$ cat config.mk
export PLATFORM = sky130hd
export DESIGN_NAME = rca_core
export DESIGN_NICKNAME = d
export VERILOG_FILES = /design/src/design/rca_pkg.sv /design/src/design/rca_core.sv
export SDC_FILE = /design/constraint.sdc
export NUM_CORES = 1
export LEC_CHECK = 0
export BUFFER_PORTS_ARGS = -buffer_cell sky130_fd_sc_hd__buf_2
export CORE_MARGIN = 1.5
export CORE_UTILIZATION = 41
export CTS_CLUSTER_SIZE = 16
export DETAILED_ROUTE_END_ITERATION = 8
export SKIP_LAST_GASP = 1
export SLEW_MARGIN = 25
export SYNTH_ARGS = -nofsm -noshare
export SYNTH_HDL_FRONTEND = slang
export SYNTH_SLANG_ARGS = --single-unit
export TNS_END_PERCENT = 20
$ cat constraint.sdc
create_clock -name i_sys_clk -period 5 [get_ports i_sys_clk]
set_input_delay 0.75 -clock i_sys_clk [delete_from_list [all_inputs] [get_ports i_sys_clk]]
set_output_delay 0.75 -clock i_sys_clk [all_outputs]
set_load 0.02 [all_outputs]
$ cat src/design/rca_pkg.sv
// Shared constants and types for the eight-bit core datapath.
// Assumes one oscillator clock and program and data memories outside.
package rca_pkg;
  // Bus widths and memory sizes.
  localparam int PC_W = 12;
  localparam int INSTR_W = 14;
  localparam int PROG_WORDS = 4096;
  localparam int DATA_WORDS = 192;
  // Instruction cycle timing: four oscillator clocks per cycle.
  localparam int INSTR_CYCLE_NS = 200;
  localparam int OSC_FREQ_MHZ = 20;
  localparam int CLKS_PER_CYCLE = INSTR_CYCLE_NS * OSC_FREQ_MHZ / 1000;
  // Reset values.
  localparam logic [PC_W-1:0] RESET_VECTOR = 12'h000;
  localparam logic [INSTR_W-1:0] NOP_WORD = 14'h3fff;
  localparam logic [7:0] W_RST = 8'h00;
  localparam logic [7:0] STATUS_RST = 8'h00;
  localparam logic [7:0] FSR_RST = 8'h00;
  // Special function register locations in the data map.
  localparam logic [7:0] ADDR_INDF = 8'h00;
  localparam logic [7:0] ADDR_PCL = 8'h02;
  localparam logic [7:0] ADDR_STATUS = 8'h03;
  localparam logic [7:0] ADDR_FSR = 8'h04;
  // Flag positions in the status register.
  localparam int ST_C = 0;
  localparam int ST_DC = 1;
  localparam int ST_Z = 2;
  // Instruction classes in bits 13:12.
  localparam logic [1:0] CLS_FILE = 2'h0;
  localparam logic [1:0] CLS_LIT = 2'h1;
  localparam logic [1:0] CLS_GOTO = 2'h2;
  localparam logic [1:0] CLS_WREG = 2'h3;
  // Quarter phases of one instruction cycle.
  typedef enum logic [3:0] {
    PH_Q1 = 4'b0001, PH_Q2 = 4'b0010, PH_Q3 = 4'b0100, PH_Q4 = 4'b1000
  } rca_phase_t;
  // Arithmetic unit functions, also the file-class opcodes.
  typedef enum logic [2:0] {
    ALU_ADD = 3'h0, ALU_SUB = 3'h1, ALU_AND = 3'h2, ALU_IOR = 3'h3,
    ALU_XOR = 3'h4, ALU_PASS = 3'h5, ALU_RRF = 3'h6, ALU_RLF = 3'h7
  } rca_alu_op_t;
  // Literal-class opcodes.
  typedef enum logic [2:0] {
    LIT_MOVLW = 3'h0, LIT_ADDLW = 3'h1, LIT_SUBLW = 3'h2, LIT_ANDLW = 3'h3,
    LIT_IORLW = 3'h4, LIT_XORLW = 3'h5, LIT_MOVWF = 3'h6, LIT_NOP = 3'h7
  } rca_lit_op_t;
  // Arithmetic result with its carries.
  typedef struct packed {
    logic [7:0] res;
    logic       c;
    logic       dc;
  } rca_alu_t;
  // Data memory request.
  typedef struct packed {
    logic       rd;
    logic       we;
    logic [7:0] addr;
    logic [7:0] wdata;
  } rca_dreq_t;
endpackage

$ cat src/design/rca_core.sv
// Eight-bit core datapath: fetch, two-stage pipeline, ALU and flags.
// Assumes program memory answers o_prog_addr within four clocks and the
// data register file answers o_dreq.addr within one clock.
//
// Behaviour
// RULE_01: Separate program and data memory buses.
// RULE_02: Fetch one 14-bit word per cycle.
// RULE_03: Fetch overlaps execute; one cycle per instruction.
// RULE_04: Branches flush fetched word, taking two cycles.
// RULE_05: Address 4K program words, 192 data bytes.
// RULE_06: Special registers reachable directly and indirectly.
// RULE_07: Eight-bit add, subtract, shift, logic unit.
// RULE_08: Two-operand ops use accumulator and file/literal.
// RULE_09: Single-operand ops use accumulator or file.
// RULE_10: Accumulator has no data memory address.
// RULE_11: Update carry, digit carry, zero per instruction.
// RULE_12: Subtraction flags report borrow and nibble borrow.
// RULE_13: RC mode drives cycle output at quarter rate.
// RULE_14: Master clear low resets, high runs.
// RULE_15: Carry is inverted borrow; digit carry bit 3.
// RULE_16: Zero flag set on all-zero result.
// RULE_17: Master clear resets counter, pipeline, vector.
`timescale 1ns/1ps
`default_nettype none
module rca_core
  import rca_pkg::*;
#(
  parameter int DATA_DEPTH = DATA_WORDS
) (
  // Clock and active-low master clear.
  input  wire logic               i_sys_clk,
  input  wire logic               i_nrst,
  // Oscillator mode pin, high selects RC mode.
  input  wire logic               i_rc_mode,
  // Program memory fetch bus.
  output logic      [PC_W-1:0]    o_prog_addr,
  input  wire logic [INSTR_W-1:0] i_prog_data,
  // Data memory bus.
  output rca_dreq_t               o_dreq,
  input  wire logic [7:0]         i_data_rdata,
  // Visible core state and cycle-rate output.
  output logic      [7:0]         o_w,
  output logic      [7:0]         o_status,
  output logic                    o_cycle_rate_out
);

  // Core state registers.
  rca_phase_t         phase;       // Current quarter of the cycle.
  rca_phase_t         next_phase;  // Following quarter.
  logic [PC_W-1:0]    pc;          // Address of the word being fetched.
  logic [INSTR_W-1:0] ir;          // Word being executed.
  logic [7:0]         w;           // Working accumulator, not mapped.
  logic [7:0]         status;      // Flags register.
  logic [7:0]         fsr;         // Indirect pointer.
  logic [7:0]         operand;     // File operand read in Q2.
  rca_alu_t           alu_q;       // Result held from Q3 to Q4.
  logic [2:0]         rc_sync;     // Pin synchroniser.
  logic               rc_mode;     // Filtered oscillator mode.

  // Arithmetic unit, two's complement; sub computes a minus b.
  function automatic rca_alu_t alu(input rca_alu_op_t f,
                                   input logic [7:0] a,
                                   input logic [7:0] b,
                                   input logic cin);
    rca_alu_t   r;
    logic [8:0] s;
    logic [4:0] n;
    r = '0;
    s = '0;
    n = '0;
    case (f)
      ALU_ADD: begin
        s = {1'b0, a} + {1'b0, b};
        n = {1'b0, a[3:0]} + {1'b0, b[3:0]};
      end
      ALU_SUB: begin
        // Adding the complement gives carry set when nothing borrows.
        s = {1'b0, a} + {1'b0, ~b} + 9'h001;
        n = {1'b0, a[3:0]} + {1'b0, ~b[3:0]} + 5'h01;
      end
      ALU_AND: s = {1'b0, a & b};
      ALU_IOR: s = {1'b0, a | b};
      ALU_XOR: s = {1'b0, a ^ b};
      ALU_PASS: s = {1'b0, a};
      ALU_RRF: s = {a[0], cin, a[7:1]};
      default: s = {a[7], a[6:0], cin};
    endcase
    r.res = s[7:0];  // RULE_07
    r.c = s[8];  // RULE_15
    r.dc = n[4];  // RULE_12
    return r;
  endfunction

  // Maps a literal opcode onto the unit.
  function automatic rca_alu_op_t lit_fn(input logic [2:0] op);
    case (op)
      LIT_ADDLW: return ALU_ADD;
      LIT_SUBLW: return ALU_SUB;
      LIT_ANDLW: return ALU_AND;
      LIT_IORLW: return ALU_IOR;
      LIT_XORLW: return ALU_XOR;
      default: return ALU_PASS;
    endcase
  endfunction

  // Which flags an operation touches, ordered zero, digit carry, carry.
  function automatic logic [2:0] flag_mask(input rca_alu_op_t f);
    case (f)
      ALU_ADD, ALU_SUB: return 3'h7;
      ALU_RRF, ALU_RLF: return 3'h1;
      default: return 3'h4;
    endcase
  endfunction

  // Instruction fields.
  wire [1:0] cls = ir[13:12];
  wire [2:0] op = ir[11:9];
  wire       dst_f = ir[8];
  wire [7:0] fld = ir[7:0];

  // Class decode.
  wire is_file = (cls == CLS_FILE);
  wire is_lit = (cls == CLS_LIT) && (op != LIT_MOVWF) && (op != LIT_NOP);
  wire is_movwf = (cls == CLS_LIT) && (op == LIT_MOVWF);
  wire is_goto = (cls == CLS_GOTO);
  wire is_wrot = (cls == CLS_WREG) && (op[2:1] == 2'h0);

  // Indirect access goes through the pointer register.
  wire [7:0] ea = (fld == ADDR_INDF) ? fsr : fld;  // RULE_06
  wire       ea_null = (ea == ADDR_INDF);
  wire       ea_sfr = (ea == ADDR_PCL) || (ea == ADDR_STATUS) ||
                      (ea == ADDR_FSR);
  // Only real memory locations reach the external data bus.
  wire       ext = !ea_null && !ea_sfr &&
                   ({1'b0, ea} < 9'(DATA_DEPTH));  // RULE_05

  // Internal special register read value.
  wire [7:0] sfr_val = (ea == ADDR_PCL) ? pc[7:0] :  // RULE_06
                       (ea == ADDR_STATUS) ? status :
                       (ea == ADDR_FSR) ? fsr : 8'h00;

  // Operand and function selection.
  wire rca_alu_op_t fn = is_file ? rca_alu_op_t'(op) :
                         is_wrot ? (op[0] ? ALU_RLF : ALU_RRF) :
                         lit_fn(op);
  // Accumulator on b; literal, file or accumulator on a.
  wire [7:0] alu_a = is_lit ? fld :  // RULE_08
                     (is_wrot || is_movwf) ? w : operand;  // RULE_09
  wire [7:0] alu_b = w;
  wire rca_alu_t alu_now = alu(fn, alu_a, alu_b, status[ST_C]);

  // Destinations and flags.
  wire       wr_w = (is_file && !dst_f) || is_lit || is_wrot;
  wire       wr_f = (is_file && dst_f) || is_movwf;
  wire       no_flags = is_movwf || (is_lit && op == LIT_MOVLW);
  wire [2:0] mask = (is_file || is_lit || is_wrot) && !no_flags ?
                    flag_mask(fn) : 3'h0;

  // A jump or a write to the low counter byte discards the fetched word.
  wire pcl_wr = wr_f && (ea == ADDR_PCL);
  wire branch = is_goto || pcl_wr;  // RULE_04
  wire [PC_W-1:0] target = is_goto ? ir[PC_W-1:0] :
                           {pc[PC_W-1:8], alu_q.res};
  wire [PC_W-1:0] next_pc = branch ? target : pc + 12'h001;

  // Status after the optional file write, flags laid over it.
  logic [7:0] next_status;
  always_comb begin
    next_status = (wr_f && ea == ADDR_STATUS) ? alu_q.res : status;
    if (mask[0]) begin
      next_status[ST_C] = alu_q.c;  // RULE_11
    end
    if (mask[1]) begin
      next_status[ST_DC] = alu_q.dc;  // RULE_11
    end
    if (mask[2]) begin
      next_status[ST_Z] = (alu_q.res == 8'h00);  // RULE_16
    end
  end

  // Phase ring: the instruction cycle is four clocks.
  always_comb begin
    case (phase)
      PH_Q1: next_phase = PH_Q2;
      PH_Q2: next_phase = PH_Q3;
      PH_Q3: next_phase = PH_Q4;
      default: next_phase = PH_Q1;
    endcase
  end

  // Phase register and mode pin synchroniser.
  always_ff @(posedge i_sys_clk or negedge i_nrst) begin
    if (!i_nrst) begin
      phase <= PH_Q1;
      rc_sync <= 3'h0;
      rc_mode <= 1'b0;
    end else begin
      phase <= next_phase;
      rc_sync <= {rc_sync[1:0], i_rc_mode};
      // A change counts only once the two later stages agree.
      if (rc_sync[2] == rc_sync[1]) begin
        rc_mode <= rc_sync[2];
      end
    end
  end

  // Cycle-rate output, high through Q3 and Q4 in RC mode.
  always_ff @(posedge i_sys_clk or negedge i_nrst) begin
    if (!i_nrst) begin
      o_cycle_rate_out <= 1'b0;
    end else begin
      o_cycle_rate_out <= rc_mode &&  // RULE_13
        (next_phase == PH_Q3 || next_phase == PH_Q4);
    end
  end

  // Data bus: address after Q1, read in Q2, write strobe in Q4.
  // The fetch bus runs on its own so both proceed in one cycle.
  always_ff @(posedge i_sys_clk or negedge i_nrst) begin
    if (!i_nrst) begin
      o_dreq <= '0;
      operand <= 8'h00;
      alu_q <= '0;
    end else begin
      case (phase)
        PH_Q1: begin
          o_dreq.addr <= ea;  // RULE_01
          o_dreq.rd <= ext && is_file;
        end
        PH_Q2: begin
          operand <= ext ? i_data_rdata : sfr_val;
          o_dreq.rd <= 1'b0;
        end
        PH_Q3: begin
          alu_q <= alu_now;
          o_dreq.we <= ext && wr_f;
          o_dreq.wdata <= alu_now.res;
        end
        default: o_dreq.we <= 1'b0;
      endcase
    end
  end

  // Commit at the end of Q4 and load the next word into the pipeline.
  always_ff @(posedge i_sys_clk or negedge i_nrst) begin
    if (!i_nrst) begin
      pc <= RESET_VECTOR;  // RULE_17
      ir <= NOP_WORD;
      w <= W_RST;
      status <= STATUS_RST;
      fsr <= FSR_RST;
    end else if (phase == PH_Q4) begin
      pc <= next_pc;  // RULE_03
      ir <= branch ? NOP_WORD : i_prog_data;  // RULE_02
      status <= next_status;
      if (wr_w) begin
        w <= alu_q.res;  // RULE_10
      end
      if (wr_f && ea == ADDR_FSR) begin
        fsr <= alu_q.res;
      end
    end
  end

  // Outputs straight from registers.
  assign o_prog_addr = pc;
  assign o_w = w;
  assign o_status = status;
endmodule
`default_nettype wire

==> impl_metrics.env, run 1 <==
export IMPL_period_minus_slack_ns=4.28
export IMPL_slew_limit_headroom=0.350
export IMPL_post_synth_top_area_cell="dfrtp_1"
export IMPL_place_congestion=0.978
export IMPL_synth_edf_count=0
export IMPL_hold_buffers=0
export IMPL_yosysWarnings=0
export IMPL_powerDensity_mw_per_mm2=445
export IMPL_clkTransAtPathRegs_ns=0.07
export IMPL_synth_top_area_frac=0.308
export IMPL_grt_use_total=0.275
export IMPL_rows=43
export IMPL_finish_utilization=0.479
export IMPL_synthDistinctLibCells=75
export IMPL_start_util=0.421
export IMPL_clock_sinks=87
export IMPL_post_route_period_util=0.857
export IMPL_diodes=0
export IMPL_finalSetupViolations=0
export IMPL_htree_levels=3
export IMPL_critPathKind="flop to flop"
export IMPL_register_area_mm2=0.00220
export IMPL_synth_seq_cells=87
export IMPL_post_cts_buffers=0
export IMPL_placed_cells=896
export IMPL_async_flop_share=1.00
export IMPL_crit_start="ir[11]$_DFFE_PN1P_"
export IMPL_clockRootBuffer="clkbuf_16"
export IMPL_cp_required_ns=5.28
export IMPL_slew_violations=0
export IMPL_arrival_ns=4.57
export IMPL_regToRegEndpoint="alu_q[9]$_DFFE_PN0P_"
export IMPL_avgSynthCellArea_um2=8.67
export IMPL_die_area_mm2=0.0150
export IMPL_drtPass1Iterations=6
export IMPL_avgRoutedWirePerCell_um=22.5
export IMPL_yosysSeqAreaShare=0.376
export IMPL_numCtsBuffers=9
export IMPL_worstRegToRegCells=12
export IMPL_multi_input_area_mm2=0.00332
export IMPL_hold_path_class="flop to flop"
export IMPL_rsz0062_at_grt="no"
export IMPL_skew_ns=0.00620
export IMPL_leakagePower_nw=2.90
export IMPL_drt_initial_drc_count=560
export IMPL_grt_pass1_vias=5238
export IMPL_ctsResizeCount=0
export IMPL_die_w_um=122
export IMPL_r2r_start="ir[11]$_DFFE_PN1P_"
export IMPL_clockBufferDepth=2
export IMPL_holdWs_ns=0.352
export IMPL_area_growth_syn_to_layout_pct=13.6
export IMPL_worstSetupEndpoint="alu_q[9]$_DFFE_PN0P_"
export IMPL_ioPinCount=72
export IMPL_hold_start="rc_sync[0]$_DFF_PN0_"
export IMPL_grt_max_degree=48
export IMPL_wirelength_mm=20.5
export IMPL_nets=778
export IMPL_antenna_found_initial=0
export IMPL_worst_pin_slew_ns=0.972
export IMPL_ys_flop_type="dfrtp_1"
export IMPL_cp_max_fo=23
export IMPL_portBuffers=71
export IMPL_final_cells=912
export IMPL_insertion_delay_ns=0.34
export IMPL_start_kind="flop"
export IMPL_dp_slack_ns=0.832
export IMPL_drc=0
export IMPL_core_area_mm2=0.0139
export IMPL_ant_nets=0
export IMPL_grt_overflow_total=0
export IMPL_synth_area_leaders="dfrtp_1 (31%), dfstp_2 (6.7%), a21oi_1 (6.7%), ha_1 (5.1%), nor2_1 (4.4%)"
export IMPL_status="complete, no violations"
export IMPL_synthesis_nets=725
export IMPL_cts_tree="done"
export IMPL_hpwl_mm=15.2
export IMPL_max_freq_mhz=233
export IMPL_drive_above_1_share=0.208
export IMPL_end_kind="flop"
export IMPL_fillers=1361
export IMPL_dr_total_vias=5724
export IMPL_routed_via_density=6.28
export IMPL_maxCapViolations=0
export IMPL_syn_cell_area_mm2=0.00585
export IMPL_grt_pass1_wl_mm=30.8
export IMPL_fin_ws_ns=0.716
export IMPL_hold_viol=0
export IMPL_die_h_um=122
export IMPL_r2r_slack_ns=0.72
export IMPL_final_common_cell="a21oi_1"
export IMPL_vdd_drop_max_mv=0.208
export IMPL_fin_setup_tns_ns=0
export IMPL_final_cell_mix="a21oi_1 (78), dfrtp_1 (72), buf_2 (70)"
export IMPL_syn_inst=674
==> power breakdown <==
| group | switching [mW] | total (mW) | internal (mW) | leakage [nW] |
|---|---|---|---|---|
| sequential | 0.285 | 1.12 | 0.836 | 1.06 |
| combinational | 0.700 | 1.13 | 0.432 | 1.70 |
| clock | 0.300 | 0.704 | 0.404 | 0.145 |
==> final cells by class <==
class / count / share of cell area
Multi-Input combinational cell: 508 / 0.500
Tap cell: 180 / 0.0339
Sequential cell: 87 / 0.331
Clock buffer: 10 / 0.0360
Clock inverter: 6 / 0.0102
Timing Repair Buffer: 84 / 0.0686
Inverter: 37 / 0.0209
==> synth_stat cells, drive strengths merged (5+ instances only) <==
cell,instances
a222oi,8
nor2b,9
mux2,23
dfrtp,72
o32ai,5
inv,36
o22ai,9
o21ai,49
nor4b,6
a311oi,5
nand2,61
nor4,5
nor3,15
a21oi,80
ha,24
a31oi,14
o211ai,6
dfstp,15
nand2b,5
clkbuf,23
nor2,69
nand3,15
and3,6
buf,19
==> registers in the layout, indices dropped and copies added, names as in the netlist <==
name / cells
rc_sync: 3
phase: 4
fsr: 8
operand: 8
ir: 14
o_dreq: 10
o_w: 8
alu_q: 10
o_prog_addr: 12
rc_mode: 1
o_cycle_rate_out: 1
o_status: 8
==> worst max-delay path: stages (launching register included) <==
cell       delay [ns]
dfstp_2          0.81
nor4bb_1         0.51
o21a_1           0.32
mux2_2           0.36
o21ai_0          0.21
inv_1            0.15
ha_1             0.23
a2111oi_0        0.36
o21ai_0          0.18
a311oi_1         0.50
o21ai_0          0.15
o41ai_1          0.24
and3_1           0.19
==> layer usage <==
layer	wire (µm)	global-route usage	up-vias
met4	422	0.0690	0
li1	-	-	2590
met5	0	0	-
met3	1420	0.0493	33
met2	9540	0.432	263
met1	9120	0.393	2838
==> how the worst min path moves through the flow <==
stage                                      end  depth (start not counted)  slack [ns]
after floorplan           rc_sync[1]$_DFF_PN0_                          0        0.33
after global routing      rc_sync[1]$_DFF_PN0_                          0        0.37
final                     rc_sync[1]$_DFF_PN0_                          0        0.35
after CTS                 rc_sync[1]$_DFF_PN0_                          0        0.36
after detailed placement  rc_sync[1]$_DFF_PN0_                          0        0.34
after global placement    rc_sync[1]$_DFF_PN0_                          0        0.34
==> through the flow <==
| stage | cell area [µm²] | power [mW] |
|---|---|---|
| after CTS | 6640 | 2.95 |
| after global routing | 6640 | 3.12 |
| after detailed placement | 6340 | 2.24 |
| after global placement | 6340 | 2.24 |
| after floorplan | 5850 | 1.81 |
| final | 6640 | 2.96 |
==> cell families after synthesis <==
logic type	count (synthesis)	synth area share
buffers and inverters	79	0.0601
adder cells (fa/ha/maj)	27	0.0599
AND/OR/NAND/NOR	215	0.186
multiplexers	27	0.0537
flip-flops	87	0.376
XOR/XNOR	4	0.00599
AO/OA/AOI/OAI	235	0.259
Note: power is estimated with default switching activity, not from simulation.
==> run 2: changes to the inputs <==
- ABC_AREA: default -> 1
==> impl_metrics.env, run 2 <==
export IMPL_crit_path_frequent_cell="nand2_1"
export IMPL_critPathKind="flop to flop"
export IMPL_synth_most_common_cell="nand2_1"
export IMPL_nets=953
export IMPL_finalSetupViolations=0
export IMPL_p_switching_mw=1.41
export IMPL_drt_initial_drc_count=502
export IMPL_final_common_cell="nand2_1"
export IMPL_max_freq_mhz=281
export IMPL_postLayoutCellArea_mm2=0.00672
export IMPL_slew_limit_headroom=0.429
export IMPL_ctsResizeCount=0
export IMPL_end_kind="flop"
export IMPL_vdd_drop_max_mv=0.260
export IMPL_avgRoutedWirePerCell_um=16.8
export IMPL_p_int_mw=1.68
export IMPL_routed_via_density=5.30
export IMPL_core_area_mm2=0.0140
export IMPL_numCtsBuffers=9
export IMPL_rows=43
export IMPL_yosysSeqAreaShare=0.367
export IMPL_hold_path_class="flop to flop"
export IMPL_worst_pin_slew_ns=0.854
export IMPL_htree_levels=3
export IMPL_clockBufferDepth=2
export IMPL_combPwrFrac=0.439
export IMPL_synthesis_nets=896
export IMPL_hpwl_mm=14.1
export IMPL_die_area_mm2=0.0153
export IMPL_post_route_period_util=0.712
export IMPL_maxCapViolations=0
export IMPL_portBuffers=71
export IMPL_diodes=0
export IMPL_cp_max_fo=18
export IMPL_skew_ns=0.0131
export IMPL_cp_slowest_cell="o21ai_0"
export IMPL_cts_tree="done"
export IMPL_fin_setup_tns_ns=0
export IMPL_period_minus_slack_ns=3.56
export IMPL_die_w_um=124
export IMPL_drtPass1Iterations=5
export IMPL_synthDistinctLibCells=48
export IMPL_synth_area_leaders="dfrtp_1 (30%), nand2_1 (15%), dfstp_2 (6.6%), inv_1 (6.1%), o21ai_0 (5.2%)"
export IMPL_grt_pass1_wl_mm=28.5
export IMPL_grt_use_total=0.250
export IMPL_drc=0
export IMPL_hold_viol=0
export IMPL_synth_top_area_frac=0.301
export IMPL_synth_xor_area_share=0.0161
export IMPL_synth_adder_area_share=0.0585
export IMPL_clockRootBuffer="clkbuf_16"
export IMPL_post_synth_top_area_cell="dfrtp_1"
export IMPL_grt_overflow_total=0
export IMPL_swShare=0.456
export IMPL_wirelength_mm=18.3
export IMPL_muxShareOfSynthArea=0
export IMPL_ioPinCount=72
export IMPL_dr_total_vias=5756
export IMPL_final_cell_mix="nand2_1 (244), inv_1 (97), nor2_1 (78)"
export IMPL_grt_pass1_vias=5280
export IMPL_regMostFlops="ir"
export IMPL_leakagePower_nw=3.43
export IMPL_arrival_ns=3.81
export IMPL_rsz0062_at_grt="no"
export IMPL_clockPowerShare=0.219
export IMPL_syn_cell_area_mm2=0.00599
export IMPL_async_flop_share=1.00
export IMPL_synth_compound_area_frac=0.154
export IMPL_die_h_um=124
export IMPL_avgSynthCellArea_um2=7.09
export IMPL_netlist_top_cells_count="nand2_1 (244), inv_1 (97), nor2_1 (78)"
export IMPL_slew_violations=0
export IMPL_insertion_delay_ns=0.36
export IMPL_synth_seq_cells=87
export IMPL_seqPwrFrac=0.341
export IMPL_crit_path_max_incr_delay_ns=0.60
export IMPL_post_cts_buffers=0
export IMPL_status="complete, no violations"
export IMPL_clkTransAtPathRegs_ns=0.07
export IMPL_cp_required_ns=5.25
export IMPL_antenna_found_initial=0
export IMPL_largest_reg_flops=14
export IMPL_postPlaceCellArea_mm2=0.00643
export IMPL_clock_sinks=87
export IMPL_synth_edf_count=0
export IMPL_syn_inst=845
export IMPL_powerDensity_mw_per_mm2=459
export IMPL_start_kind="flop"
export IMPL_grt_max_degree=55
export IMPL_start_util=0.426
export IMPL_hold_buffers=0
export IMPL_yosys_area_share_simple=0.309
export IMPL_ant_nets=0
export IMPL_place_congestion=0.940
export IMPL_drive_above_1_share=0.158
export IMPL_area_growth_syn_to_layout_pct=12.2
export IMPL_crit_chain="inv_1 > nor2_1 > nand2_1 > o21ai_0 > inv_1 > ha_1 > inv_1 > o21ai_0 > nand2_1 > nand2_1 > a21oi_1 > o21ai_0 > a21oi_1 > nand3_1 > nand2_1 > nand2_1"
export IMPL_ys_flop_type="dfrtp_1"
export IMPL_synth_top_family_by_area="simple AND/OR/NAND/NOR gates"
export IMPL_yosysWarnings=0
==> run 2: cell count changes after synthesis, sizes merged, moves of 8 or more <==
cell and change:
nand2 +192, inv +67, nand3 +37, a21oi -36
o21ai +31, mux2 -23, nor2 +16, clkbuf -13
nand4 +13, a31oi -9, nor2b -9, a222oi -8
==> run 2: kinds of logic after synthesis <==
| kind of cell | count (synthesis) |
|---|---|
| flip-flops | 87 |
| AO/OA/AOI/OAI | 161 |
| adder cells (fa/ha/maj) | 27 |
| AND/OR/NAND/NOR | 425 |
| XOR/XNOR | 11 |
| buffers and inverters | 134 |
==> run 2: through the flow <==
step | cells | total power [mW] | setup WS, ns | hold WS, ns | utilization
after floorplan | 845 | 1.98 | 1.96 | 0.331 | -
after global placement | 1071 | 2.40 | 1.58 | 0.335 | 0.458
after detailed placement | 1071 | 2.40 | 1.50 | 0.344 | 0.458
after CTS | 1087 | 3.08 | 1.49 | 0.352 | 0.478
after global routing | 1087 | 3.31 | 0.995 | 0.353 | 0.478
final | 1087 | 3.08 | 1.44 | 0.349 | 0.478
==> run 2: worst max-delay path, delay by kind of cell (launching register included) <==
| family | cells | cell delay [ns] |
|---|---|---|
| DFF | 1 | 0.55 |
| AOI/OAI and AO/OA | 5 | 1.15 |
| adders and majority gates | 1 | 0.41 |
| buffers and inverters | 3 | 0.43 |
| and+or+nand+nor | 7 | 0.93 |
==> run 2: cell type report <==
class,instances,area (µm²)
Fill cell,1448,7330
Multi-Input combinational cell,624,3220
Sequential cell,87,2200
Timing Repair Buffer,76,395
Inverter,104,390
Clock buffer,11,233
Tap cell,180,225
Clock inverter,5,56.3
==> run 2: per-layer routing <==
metal  track usage  vias to the layer above  routed length [µm]
met1         0.368                     2680                8780
met4        0.0733                        0                 358
met3        0.0577                       21                1380
li1              -                     2850                   -
met2         0.363                      205                7760
met5             0                        -                   0
==> run 2: power by group through the flow <==
stage	clock [mW]	sequential, mW	combinational (mW)
3_5_place_dp	0	1.06	1.34
5_1_grt	0.715	1.07	1.52
4_1_cts	0.690	1.05	1.34
2_1_floorplan	0	1.10	0.887
3_3_place_gp	0	1.06	1.34
6_report	0.676	1.05	1.35
==> run 2: worst paths after layout <==
check | startpoint | end | slack [ns] | cells past startpoint
max in group asynchronous | i_nrst | ir[0]$_DFFE_PN1P_ | 3.58 | 2
worst max register to register | ir[12]$_DFFE_PN1P_ | alu_q[8]$_DFFE_PN0P_ | 1.44 | 16
worst min register to register | rc_sync[0]$_DFF_PN0_ | rc_sync[1]$_DFF_PN0_ | 0.35 | 0
worst max-delay path | ir[12]$_DFFE_PN1P_ | alu_q[8]$_DFFE_PN0P_ | 1.44 | 16
min in group asynchronous | i_nrst | alu_q[6]$_DFFE_PN0P_ | 0.44 | 1
worst min-delay path | rc_sync[0]$_DFF_PN0_ | rc_sync[1]$_DFF_PN0_ | 0.35 | 0
==> run 3: changes to the inputs <==
- clock period: 5 -> 3.1 ns (I/O delays scaled with it)
==> impl_metrics.env, run 3 (synthesis gave the netlist of run 2 again) <==
export IMPL_clockPowerShare=0.202
export IMPL_fillers=1458
export IMPL_dr_total_vias=5917
export IMPL_period_minus_slack_ns=2.96
export IMPL_rows=43
export IMPL_max_freq_mhz=338
export IMPL_rsz0062_at_grt="yes"
export IMPL_finish_utilization=0.499
export IMPL_numCtsBuffers=9
export IMPL_clock_sinks=87
export IMPL_critPathKind="flop to flop"
export IMPL_wirelength_mm=18.9
export IMPL_fin_setup_tns_ns=0
export IMPL_hold_buffers=0
export IMPL_grt_overflow_total=0
export IMPL_crit_path_frequent_cell="nand2_1"
export IMPL_crit_family="simple AND/OR/NAND/NOR gates"
export IMPL_regMostFlops="ir"
export IMPL_leakagePower_nw=3.57
export IMPL_hpwl_mm=14.5
export IMPL_final_common_cell="nand2_1"
export IMPL_maxCapViolations=0
export IMPL_grt_use_total=0.257
export IMPL_p_switching_mw=2.35
export IMPL_arrival_ns=3.21
export IMPL_seqPwrFrac=0.329
export IMPL_finalSetupViolations=0
export IMPL_core_area_mm2=0.0140
export IMPL_ioPinCount=72
export IMPL_die_h_um=124
export IMPL_end_kind="flop"
export IMPL_drc=0
export IMPL_register_area_mm2=0.00220
export IMPL_hold_viol=0
export IMPL_routed_via_density=5.29
export IMPL_final_cells=1118
export IMPL_powerDensity_mw_per_mm2=733
export IMPL_placed_cells=1101
export IMPL_post_route_period_util=0.955
export IMPL_htree_levels=3
export IMPL_start_util=0.426
export IMPL_worst_pin_slew_ns=0.707
export IMPL_path_depth=20
export IMPL_p_int_mw=2.79
export IMPL_largest_reg_flops=14
export IMPL_vdd_drop_max_mv=0.355
export IMPL_final_cell_mix="nand2_1 (243), inv_1 (95), nor2_1 (76)"
export IMPL_diodes=0
export IMPL_swShare=0.458
export IMPL_crit_start="ir[12]$_DFFE_PN1P_"
export IMPL_grt_max_degree=51
export IMPL_status="complete, no violations"
export IMPL_clkTransAtPathRegs_ns=0.07
export IMPL_clockBufferDepth=2
export IMPL_avgRoutedWirePerCell_um=16.9
export IMPL_die_area_mm2=0.0153
export IMPL_grt_pass1_wl_mm=29.3
export IMPL_hold_path_class="input port to asynchronous set/reset pin"
export IMPL_place_congestion=0.964
export IMPL_ant_nets=0
export IMPL_slew_violations=0
export IMPL_grt_pass1_vias=5304
export IMPL_skew_ns=0.00623
export IMPL_cp_slowest_cell="dfstp_2"
export IMPL_postPlaceCellArea_mm2=0.00665
export IMPL_area_growth_syn_to_layout_pct=17.1
export IMPL_die_w_um=124
export IMPL_nets=984
export IMPL_cts_tree="done"
export IMPL_cp_required_ns=3.35
export IMPL_crit_path_max_incr_delay_ns=0.55
export IMPL_worst_path_buf_inv=3
export IMPL_drive_above_1_share=0.200
export IMPL_cp_max_fo=8
export IMPL_drt_initial_drc_count=543
export IMPL_slew_limit_headroom=0.529
export IMPL_multi_input_area_mm2=0.00329
export IMPL_postLayoutCellArea_mm2=0.00701
export IMPL_combPwrFrac=0.470
export IMPL_clockRootBuffer="clkbuf_16"
export IMPL_r2r_start="ir[12]$_DFFE_PN1P_"
export IMPL_crit_chain="inv_1 > nor2_4 > nand3_4 > nand2_4 > buf_4 > nand2_1 > o21ai_0 > nand2_1 > o21a_1 > ha_1 > inv_2 > o21ai_1 > a221oi_1 > nand2_1 > nor2_1 > nor2_1 > nor2_1 > nand2_1 > nand2_1 > nand2_1"
export IMPL_portBuffers=71
export IMPL_worstRegToRegCells=20
export IMPL_insertion_delay_ns=0.35
export IMPL_antenna_found_initial=0
export IMPL_start_kind="flop"
export IMPL_drtPass1Iterations=5
[run 3: cell count changes in the layout (fill, tap and decap cells not counted), sizes merged]
cell | previous run | this run
clkinvlp | 1 | 2
clkinv | 3 | 4
buf | 76 | 107
bufinv | 1 | 0
inv | 104 | 103
[run 3: final cells by class]
type | instances | area share
timing repair buffer | 107 | 0.0896
inverter | 104 | 0.0557
clock inverter | 5 | 0.00482
sequential | 87 | 0.313
multi-input combinational | 624 | 0.470
clock buffer | 11 | 0.0346
tap | 180 | 0.0321
[run 3: worst paths after layout]
check                      slack [ns]                   end
max                              0.14  alu_q[9]$_DFFE_PN0P_
min                              0.13  alu_q[7]$_DFFE_PN0P_
max reg2reg                      0.14  alu_q[9]$_DFFE_PN0P_
min reg2reg                      0.35  rc_sync[1]$_DFF_PN0_
max in group asynchronous        2.14     ir[6]$_DFFE_PN1P_
min in group i_sys_clk           0.22  rc_sync[0]$_DFF_PN0_
[run 3: power groups by stage]
stage	clock (mW)	combinational [mW]	sequential, mW
3_3_place_gp	0	2.30	1.71
3_5_place_dp	0	2.29	1.71
4_1_cts	1.07	2.31	1.69
6_report	1.04	2.41	1.69
2_1_floorplan	0	1.43	1.77
5_1_grt	1.10	2.68	1.72
[run 3: metal layers]
layer / up-vias / track usage / part of all wire / wire, µm
met3: 32 / 0.0549 / 0.084 / 1590
met5: - / 0 / 0 / 0
met4: 0 / 0.0898 / 0.024 / 448
met1: 2731 / 0.376 / 0.46 / 8760
li1: 2908 / - / - / -
met2: 246 / 0.373 / 0.43 / 8080
[run 3: metrics by stage]
step           hold slack (ns)  worst slack (ns)  power (mW)
3_5_place_dp             0.346          -0.00841        4.00
6_report                 0.130             0.139        5.14
3_3_place_gp             0.332            0.0578        4.01
2_1_floorplan            0.169            0.0556        3.20
4_1_cts                  0.188           0.00333        5.06
5_1_grt                  0.187           -0.0806        5.51
[run 3: worst register-to-register path: stages (launching register included)]
cell,delay [ns]
dfstp_2,0.55
inv_1,0.07
nor2_4,0.14
nand3_4,0.10
nand2_4,0.11
buf_4,0.15
nand2_1,0.05
o21ai_0,0.06
nand2_1,0.06
o21a_1,0.18
ha_1,0.34
inv_2,0.11
o21ai_1,0.11
a221oi_1,0.24
nand2_1,0.15
nor2_1,0.11
nor2_1,0.05
nor2_1,0.09
nand2_1,0.06
nand2_1,0.05
nand2_1,0.04
[run 3: repair_timing]
item	4_1_cts	5_1_grt
pin swaps	0	3
buffers inserted	0	1
setup endpoints to repair	1	7
gates resized for setup	1	20
